### config.mk
export PLATFORM = sky130hd
export DESIGN_NAME = rofm_bank
export DESIGN_NICKNAME = d
export VERILOG_FILES = /design/src/rofm_bank.v /design/src/rofm_byte_reg.v
export VERILOG_INCLUDE_DIRS = /design/src
export SDC_FILE = /design/constraint.sdc
export NUM_CORES = 1
export LEC_CHECK = 0
export ABC_AREA = 1
export BUFFER_PORTS_ARGS = -buffer_cell sky130_fd_sc_hd__buf_2
export CORE_ASPECT_RATIO = 0.5
export CORE_MARGIN = 2
export CORE_UTILIZATION = 35
export DETAILED_ROUTE_END_ITERATION = 10
export PLACE_DENSITY = 0.62
export SYNTH_ARGS = -nofsm -noshare
export SYNTH_HDL_FRONTEND = slang
export SYNTH_SLANG_ARGS = --single-unit
### constraint.sdc
create_clock -name i_clk_sys -period 1.13 [get_ports i_clk_sys]
set_clock_uncertainty 0.2 [all_clocks]
set_input_delay 0.0565 -clock i_clk_sys [delete_from_list [all_inputs] [get_ports i_clk_sys]]
set_output_delay 0.0565 -clock i_clk_sys [all_outputs]
set_load 0.02 [all_outputs]
### src/rofm_regs.vh
// Register map constants for the rail override and fault mask bank.
// Assumes inclusion by bare name from the bank's design files.
`ifndef ROFM_REGS_VH
`define ROFM_REGS_VH
// ********************
// Offsets
// ********************
`define ROFM_ADDR_W 8
`define ROFM_OFS_LEVEL_OVERRIDE 8'ha1
`define ROFM_OFS_FAULT_MASK 8'ha2
// ********************
// Level and override fields
// ********************
`define ROFM_BIT_PIN4_LEVEL 7
`define ROFM_BIT_PIN3_LEVEL 6
`define ROFM_BIT_PIN2_LEVEL 5
`define ROFM_BIT_PIN1_LEVEL 4
`define ROFM_BIT_TERM_FORCE 3
`define ROFM_BIT_SHARED_FORCE 2
`define ROFM_BIT_SWITCH_B_ONE_FORCE 1
`define ROFM_BIT_LDO3_FORCE 0
`define ROFM_RAIL_W 4
`define ROFM_PIN_W 4
`define ROFM_FAULT_W 8
// ********************
// Reset values (factory contents are strap inputs)
// ********************
`define ROFM_RESET_BYTE 8'h00
`define ROFM_READ_IDLE 8'h00
`endif

### src/rofm_bank.v
// Level/override register and first fault mask register with their effects.
// Assumes a same-clock register port from the serial control logic;
// rail control and fault inputs come from pins or other domains.
module rofm_bank (
  input wire i_clk_sys,
  input wire i_reset,
  input wire i_ce,
  input wire [7:0] i_addr,
  input wire i_wr,
  input wire [7:0] i_wdata,
  input wire i_rd,
  output reg [7:0] o_rdata,
  output reg o_rvalid,
  input wire [7:0] i_factory_level_override,
  input wire [7:0] i_factory_fault_mask,
  input wire [3:0] i_pin_is_sw_controlled,
  input wire [3:0] i_pin_is_open_drain,
  input wire [3:0] i_pg_tree_level,
  input wire i_shared_is_switch_b_two,
  input wire [3:0] i_rail_seq_enable,
  input wire [3:0] i_rail_kill,
  input wire [7:0] i_rail_fault,
  output reg [3:0] o_pin_out,
  output reg [3:0] o_pin_oe,
  output reg o_term_reg_on,
  output reg o_switch_b_two_on,
  output reg o_general_ldo_one_on,
  output reg o_switch_b_one_on,
  output reg o_ldo_three_on,
  output reg o_fault_shutdown,
  output reg [7:0] o_fault_seen
);
`include "rofm_regs.vh"
  // ********************
  // Input synchronisers
  // ********************
  // Control levels and faults arrive from outside the clock domain
  reg [3:0] seq_s1;
  reg [3:0] seq_s2;
  reg [3:0] pg_s1;
  reg [3:0] pg_s2;
  reg [7:0] flt_s1;
  reg [7:0] flt_s2;
  reg init_done;
  reg load_default;
  always @(posedge i_clk_sys) begin
    if (i_reset) begin
      seq_s1 <= 4'h0;
      seq_s2 <= 4'h0;
      pg_s1 <= 4'h0;
      pg_s2 <= 4'h0;
      flt_s1 <= 8'h00;
      flt_s2 <= 8'h00;
      init_done <= 1'b0;
      load_default <= 1'b0;
    end else if (i_ce) begin
      seq_s1 <= i_rail_seq_enable;
      seq_s2 <= seq_s1;
      pg_s1 <= i_pg_tree_level;
      pg_s2 <= pg_s1;
      flt_s1 <= i_rail_fault;
      flt_s2 <= flt_s1;
      // Factory contents are caught once, on the second edge after release
      load_default <= ~init_done;
      init_done <= 1'b1;
    end
  end
  // ********************
  // Register file
  // ********************
  wire [7:0] lvl_ovr;
  wire [7:0] fmask;
  wire hit_lvl = (i_addr == `ROFM_OFS_LEVEL_OVERRIDE);
  wire hit_msk = (i_addr == `ROFM_OFS_FAULT_MASK);
  rofm_byte_reg u_lvl_ovr (
    .i_clk_sys(i_clk_sys),
    .i_reset(i_reset),
    .i_ce(i_ce),
    .i_load_default(load_default),
    .i_default(i_factory_level_override),
    .i_wr(i_wr & hit_lvl),
    .i_wdata(i_wdata),
    .o_q(lvl_ovr)
  );
  rofm_byte_reg u_fmask (
    .i_clk_sys(i_clk_sys),
    .i_reset(i_reset),
    .i_ce(i_ce),
    .i_load_default(load_default),
    .i_default(i_factory_fault_mask),
    .i_wr(i_wr & hit_msk),
    .i_wdata(i_wdata),
    .o_q(fmask)
  );
  // Read answer one cycle after the strobe; unmapped offsets read zero
  always @(posedge i_clk_sys) begin
    if (i_reset) begin
      o_rdata <= `ROFM_READ_IDLE;
      o_rvalid <= 1'b0;
    end else if (i_ce) begin
      o_rvalid <= i_rd;
      if (i_rd) begin
        if (hit_lvl) begin
          o_rdata <= lvl_ovr;
        end else if (hit_msk) begin
          o_rdata <= fmask;
        end else begin
          o_rdata <= `ROFM_READ_IDLE;
        end
      end
    end
  end
  // ********************
  // Pin drive
  // ********************
  function [1:0] pin_drive;
    input sw_ctl;
    input od;
    input level;
    input pg;
    reg val;
    begin
      val = sw_ctl ? level : pg;
      // Open drain releases for a high, so the enable carries the low
      pin_drive = od ? {1'b0, ~val} : {val, 1'b1};
    end
  endfunction
  wire [3:0] levels = {lvl_ovr[`ROFM_BIT_PIN4_LEVEL], lvl_ovr[`ROFM_BIT_PIN3_LEVEL],
    lvl_ovr[`ROFM_BIT_PIN2_LEVEL], lvl_ovr[`ROFM_BIT_PIN1_LEVEL]};
  reg [3:0] next_pin_out;
  reg [3:0] next_pin_oe;
  reg [1:0] drv;
  integer k;
  always @* begin
    next_pin_out = 4'h0;
    next_pin_oe = 4'h0;
    drv = 2'b00;
    for (k = 0; k < `ROFM_PIN_W; k = k + 1) begin
      drv = pin_drive(i_pin_is_sw_controlled[k], i_pin_is_open_drain[k], levels[k], pg_s2[k]);
      next_pin_out[k] = drv[1];
      next_pin_oe[k] = drv[0];
    end
    // Pin four only exists as an open-drain output
    next_pin_out[3] = 1'b0;
    next_pin_oe[3] = i_pin_is_sw_controlled[3] ? ~levels[3] : ~pg_s2[3];
  end
  // ********************
  // Rail enables
  // ********************
  // Kill low wins, then override, then pin or sequencer
  function rail_on;
    input kill_n;
    input force_on;
    input seq;
    begin
      rail_on = kill_n & (force_on | seq);
    end
  endfunction
  // Index 3 term, 2 shared slot, 1 switch b one, 0 ldo three
  // Own loop index, so the two decode processes share no variable
  reg [3:0] next_rail;
  integer r;
  always @* begin
    next_rail = 4'h0;
    for (r = 0; r < `ROFM_RAIL_W; r = r + 1) begin
      next_rail[r] = rail_on(i_rail_kill[r], lvl_ovr[r], seq_s2[r]);
    end
  end
  // ********************
  // Fault shutdown
  // ********************
  // Bit order: ldo two, switch a one, step-down six down to one
  wire [7:0] live_fault = flt_s2 & ~fmask;
  // Registered outputs: every effect lands one edge after the write
  always @(posedge i_clk_sys) begin
    if (i_reset) begin
      o_pin_out <= 4'h0;
      o_pin_oe <= 4'h0;
      o_term_reg_on <= 1'b0;
      o_switch_b_two_on <= 1'b0;
      o_general_ldo_one_on <= 1'b0;
      o_switch_b_one_on <= 1'b0;
      o_ldo_three_on <= 1'b0;
      o_fault_shutdown <= 1'b0;
      o_fault_seen <= 8'h00;
    end else if (i_ce) begin
      o_pin_out <= next_pin_out;
      o_pin_oe <= next_pin_oe;
      o_term_reg_on <= next_rail[`ROFM_BIT_TERM_FORCE];
      o_switch_b_two_on <= next_rail[`ROFM_BIT_SHARED_FORCE] & i_shared_is_switch_b_two;
      o_general_ldo_one_on <= next_rail[`ROFM_BIT_SHARED_FORCE] & ~i_shared_is_switch_b_two;
      o_switch_b_one_on <= next_rail[`ROFM_BIT_SWITCH_B_ONE_FORCE];
      o_ldo_three_on <= next_rail[`ROFM_BIT_LDO3_FORCE];
      o_fault_shutdown <= |live_fault;
      o_fault_seen <= live_fault;
    end
  end
endmodule // rofm_bank

### src/rofm_byte_reg.v
// One 8-bit read/write register with a load strobe.
// Assumes the factory default is a stable level caught after reset release.
module rofm_byte_reg (
  input wire i_clk_sys,
  input wire i_reset,
  input wire i_ce,
  input wire i_load_default,
  input wire [7:0] i_default,
  input wire i_wr,
  input wire [7:0] i_wdata,
  output reg [7:0] o_q
);
`include "rofm_regs.vh"
  // ********************
  // Storage
  // ********************
  always @(posedge i_clk_sys) begin
    if (i_reset) begin
      o_q <= `ROFM_RESET_BYTE;
    end else if (i_ce) begin
      // Write wins over a same-cycle default load, so that write is not lost
      if (i_wr) begin
        o_q <= i_wdata;
      end else if (i_load_default) begin
        o_q <= i_default;
      end
    end
  end
endmodule // rofm_byte_reg

==> load_flow_metrics.sql <==
INSERT INTO impl_metrics (metric_group, metric, value, unit) VALUES
('pwr', 'leakage', '2.55', 'nW'),
('critical_path', 'endpoint_kind', 'flip-flop', ''),
('timing', 'rsz0062_at_grt', 'yes', ''),
('timing', 'period_share', '103', '%'),
('clock_network', 'cts_max_path_buffers', '2', ''),
('worst_hold_path', 'min_to', 'o_pin_out[2]', ''),
('clock_network', 'clk_transition_reported_paths', '0.06', 'ns'),
('logic_synthesis', 'postSynthCellCount', '496', ''),
('cells_and_area', 'final_net_count', '730', ''),
('timing', 'whs', '-0.193', 'ns'),
('worst_hold_path', 'hold_start', 'i_pin_is_open_drain[2]', ''),
('logic_synthesis', 'yosys.area.top_type_share', '46.4', '%'),
('pwr', 'total_power_divided_by_cell_area', '1290', 'nW/um^2'),
('die', 'row_count', '25', ''),
('clock_network', 'clock_tree_from_tritoncts', 'yes', ''),
('cells_and_area', 'fraction_of_final_layout_cells_with_drive_strength_greater_than_1', '30.9', '%'),
('critical_path', 'timing.critical_path.slowest_cell_delay', '0.35', 'ns'),
('outcome', 'status', 'complete, but fails checks', ''),
('critical_path', 'critical_path.startpoint_type', 'flip-flop', ''),
('timing', 'setup_ws', '-0.0326', 'ns'),
('worst_hold_path', 'hold_class', 'in2reg', ''),
('die', 'die_height', '74.2', 'um'),
('worst_hold_path', 'hold_path_depth', '3', ''),
('detailed_routing', 'antenna_left', '0', ''),
('grt', 'grt_start_max_net_pins', '31', ''),
('timing', 'setup_viol', '3', ''),
('critical_path', 'worstPathRequired', '1.15', 'ns'),
('logic_synthesis', 'mean_cell_area_of_the_mapped_netlist', '6.96', 'sq um'),
('timing', 'setup_tns', '-0.0399', 'ns'),
('clock_network', 'cts-htree-levels', '3', ''),
('logic_synthesis', 'syn-cell-area', '3450', 'sq um'),
('logic_synthesis', 'synth-warning-count', '0', ''),
('timing', 'report.final.slew_viol_count', '0', ''),
('grt', 'grt_pass1_wl', '15800', 'um'),
('cells_and_area', 'antenna_cells_inserted', '0', ''),
('critical_path', 'r2r_setup_slack', '-0.03', 'ns'),
('critical_path', 'critPathArrivalTime', '1.18', 'ns'),
('outcome', 'violations', 'negative hold slack, negative setup slack', ''),
('critical_path', 'ordered_list_of_cells_on_the_worst_path', 'inv_4, nand2_4, nand2_4, nor2_1, nor2_1', ''),
('grt', 'antenna_found_initial', '0', ''),
('detailed_routing', 'vias_per_cell', '4.53', ''),
('detailed_routing', 'detail_route.drc_violations', '0', ''),
('logic_synthesis', 'postSynthNetCount', '562', ''),
('die', 'die_w', '144', 'um'),
('die', 'pin_count', '97', ''),
('logic_synthesis', 'register_bit_count_reported_by_yosys', '80', ''),
('cells_and_area', 'filler_cell_count_in_the_final_layout', '900', ''),
('critical_path', 'worst-r2r-cell-count', '5', ''),
('detailed_routing', 'detail_route.first_pass.iterations', '4', ''),
('critical_path', 'cp_num_buf_inv', '1', ''),
('clock_network', 'cts-buffers-inserted', '9', ''),
('grt', 'global_route.overflow_total', '0', ''),
('critical_path', 'rr_startpoint', 'load_default', ''),
('logic_synthesis', 'ys_top_cells_by_area', 'dfxtp_1, nor2_1, nand2_1', ''),
('placement', 'gpl_congestion', '0.830', ''),
('grt', 'first_global_vias', '3323', ''),
('detailed_routing', 'dr_total_vias', '3634', ''),
('clock_network', 'clkLatencyLatePin', '0.33', 'ns'),
('logic_synthesis', 'synth.lib_cells_used.distinct', '25', ''),
('timing', 'post-route-min-period', '1.16', 'ns'),
('critical_path', 'setup.worst_path.class', 'reg2reg', ''),
('placement', 'portBuffers', '94', ''),
('detailed_routing', 'routedWlPerCell', '12.5', 'um'),
('clock_network', 'number_of_hold_repair_buffers_added_at_the_cts_stage', '55', ''),
('critical_path', 'worst_r2r_endpoint', 'u_fmask.o_q[7]', ''),
('die', 'initial_core_util', '36.3', '%'),
('timing', 'hold_viol_final', '2', ''),
('detailed_routing', 'drt_iter0_markers', '218', ''),
('critical_path', 'timing.critical_path.slowest_stage_cell', 'dfxtp_2', ''),
('pwr', 'vdd_ir_drop_max', '0.000856', 'V'),
('placement', 'dpl.hpwl', '6520', 'um');
## worst reg2reg max path, delay by kind of cell (launching register included)
kind / cells / cell delay (ns)
buffers and inverters: 1 / 0.06
DFF: 1 / 0.35
and+or+nand+nor: 4 / 0.45
## cell usage in the layout, fill, tap and decap left out, drive strengths merged
| master | netlist | final |
|---|---|---|
| nor2 | 130 | 130 |
| a21oi | 19 | 19 |
| clkinvlp | 0 | 1 |
| nand3 | 20 | 20 |
| a211oi | 6 | 6 |
| conb | 1 | 1 |
| clkinv | 1 | 4 |
| clkbuf | 17 | 10 |
| dlymetal6s4s | 0 | 1 |
| buf | 9 | 126 |
| dlygate4sd3 | 0 | 54 |
| o21a | 1 | 1 |
| inv | 43 | 43 |
| nand2 | 99 | 101 |
| o21ai | 63 | 63 |
| o211ai | 3 | 3 |
| nor3 | 1 | 1 |
| or2 | 3 | 3 |
| dfxtp | 80 | 80 |
## routing by layer
| layer | track usage [%] | wire length (um) |
|---|---|---|
| met1 | 25.8 | 4680 |
| met2 | 30.5 | 4570 |
| met3 | 5.02 | 644 |
| met4 | 6.26 | 168 |
| met5 | 0 | 0 |
## timing repair
action	4_1_cts	5_1_grt
pin swaps	0	16
setup endpoints to repair	10	32
buffers inserted	0	2
cloned	1	1
gates resized for setup	18	43
hold endpoints to repair	47	2
## cell families after synthesis
group | Yosys count | share of synthesized area (%)
simple gates | 253 | 30.8
compound gates | 92 | 14.1
flops | 80 | 46.4
buf+inv | 70 | 8.63
other cells | 1 | 0.109
## synth_stat cells
master and instances:
o21ai_0 63, nor3_1 1, buf_4 3, clkinv_1 1, o211ai_1 3, nand2_2 8
buf_6 2, nor2_2 2, buf_2 4, nand2_4 3, inv_2 3, nand3_4 2
or2_2 3, conb_1 1, clkbuf_4 1, nand3_1 18, inv_1 40, nor2_1 127
o21a_1 1, dfxtp_1 80, nor2_4 1, clkbuf_1 16, nand2_1 88, a211oi_1 6
a21oi_1 19
## flip-flops by register name, indices dropped and copies added, names as in the netlist, 8 cells and up
name / count
flt_s1: 8
flt_s2: 8
u_lvl_ovr.o_q: 8
o_fault_seen: 8
o_rdata: 8
u_fmask.o_q: 8
## per-stage QoR
step	worst slack [ns]	total power, W	area (sq um)	utilization [%]	cells
floorplan	-0.0343	0.00371	3490	-	496
global placement	-0.243	0.00410	4310	45.3	729
detailed placement	-0.297	0.00410	4310	45.3	729
CTS	-0.00547	0.00689	5180	54.4	799
global route	-0.0756	0.00723	5330	56.1	802
finish	-0.0326	0.00688	5330	56.1	802
## cell type report
| cell class | count | area (sq um) | area share [%] |
|---|---|---|---|
| clock inverter | 4 | 22.5 | 0.422 |
| timing repair buffer | 181 | 1380 | 25.9 |
| clock buffer | 10 | 239 | 4.48 |
| sequential | 80 | 1610 | 30.2 |
| multi-input combinational | 348 | 1730 | 32.3 |
| tap | 135 | 169 | 3.17 |
| inverter | 44 | 188 | 3.52 |
## how the worst max path moves through the flow
stage / end / depth (start not counted) / from
after floorplan: u_lvl_ovr.o_q[0] / 9 / i_addr[4]
after global placement: u_fmask.o_q[2] / 10 / i_addr[4]
after detailed placement: u_fmask.o_q[2] / 10 / i_addr[4]
after CTS: o_fault_shutdown / 7 / u_fmask.o_q[5]
after global routing: o_pin_oe[1] / 5 / i_pin_is_sw_controlled[1]
final: u_fmask.o_q[7] / 5 / load_default
## where the power goes
part	leakage (nW)	internal (W)	switching (W)
logic	1.76	0.000557	0.000640
clock network	0.130	0.00151	0.00107
registers	0.664	0.00301	0.0000970
Note: power is estimated with default switching activity, not from simulation.
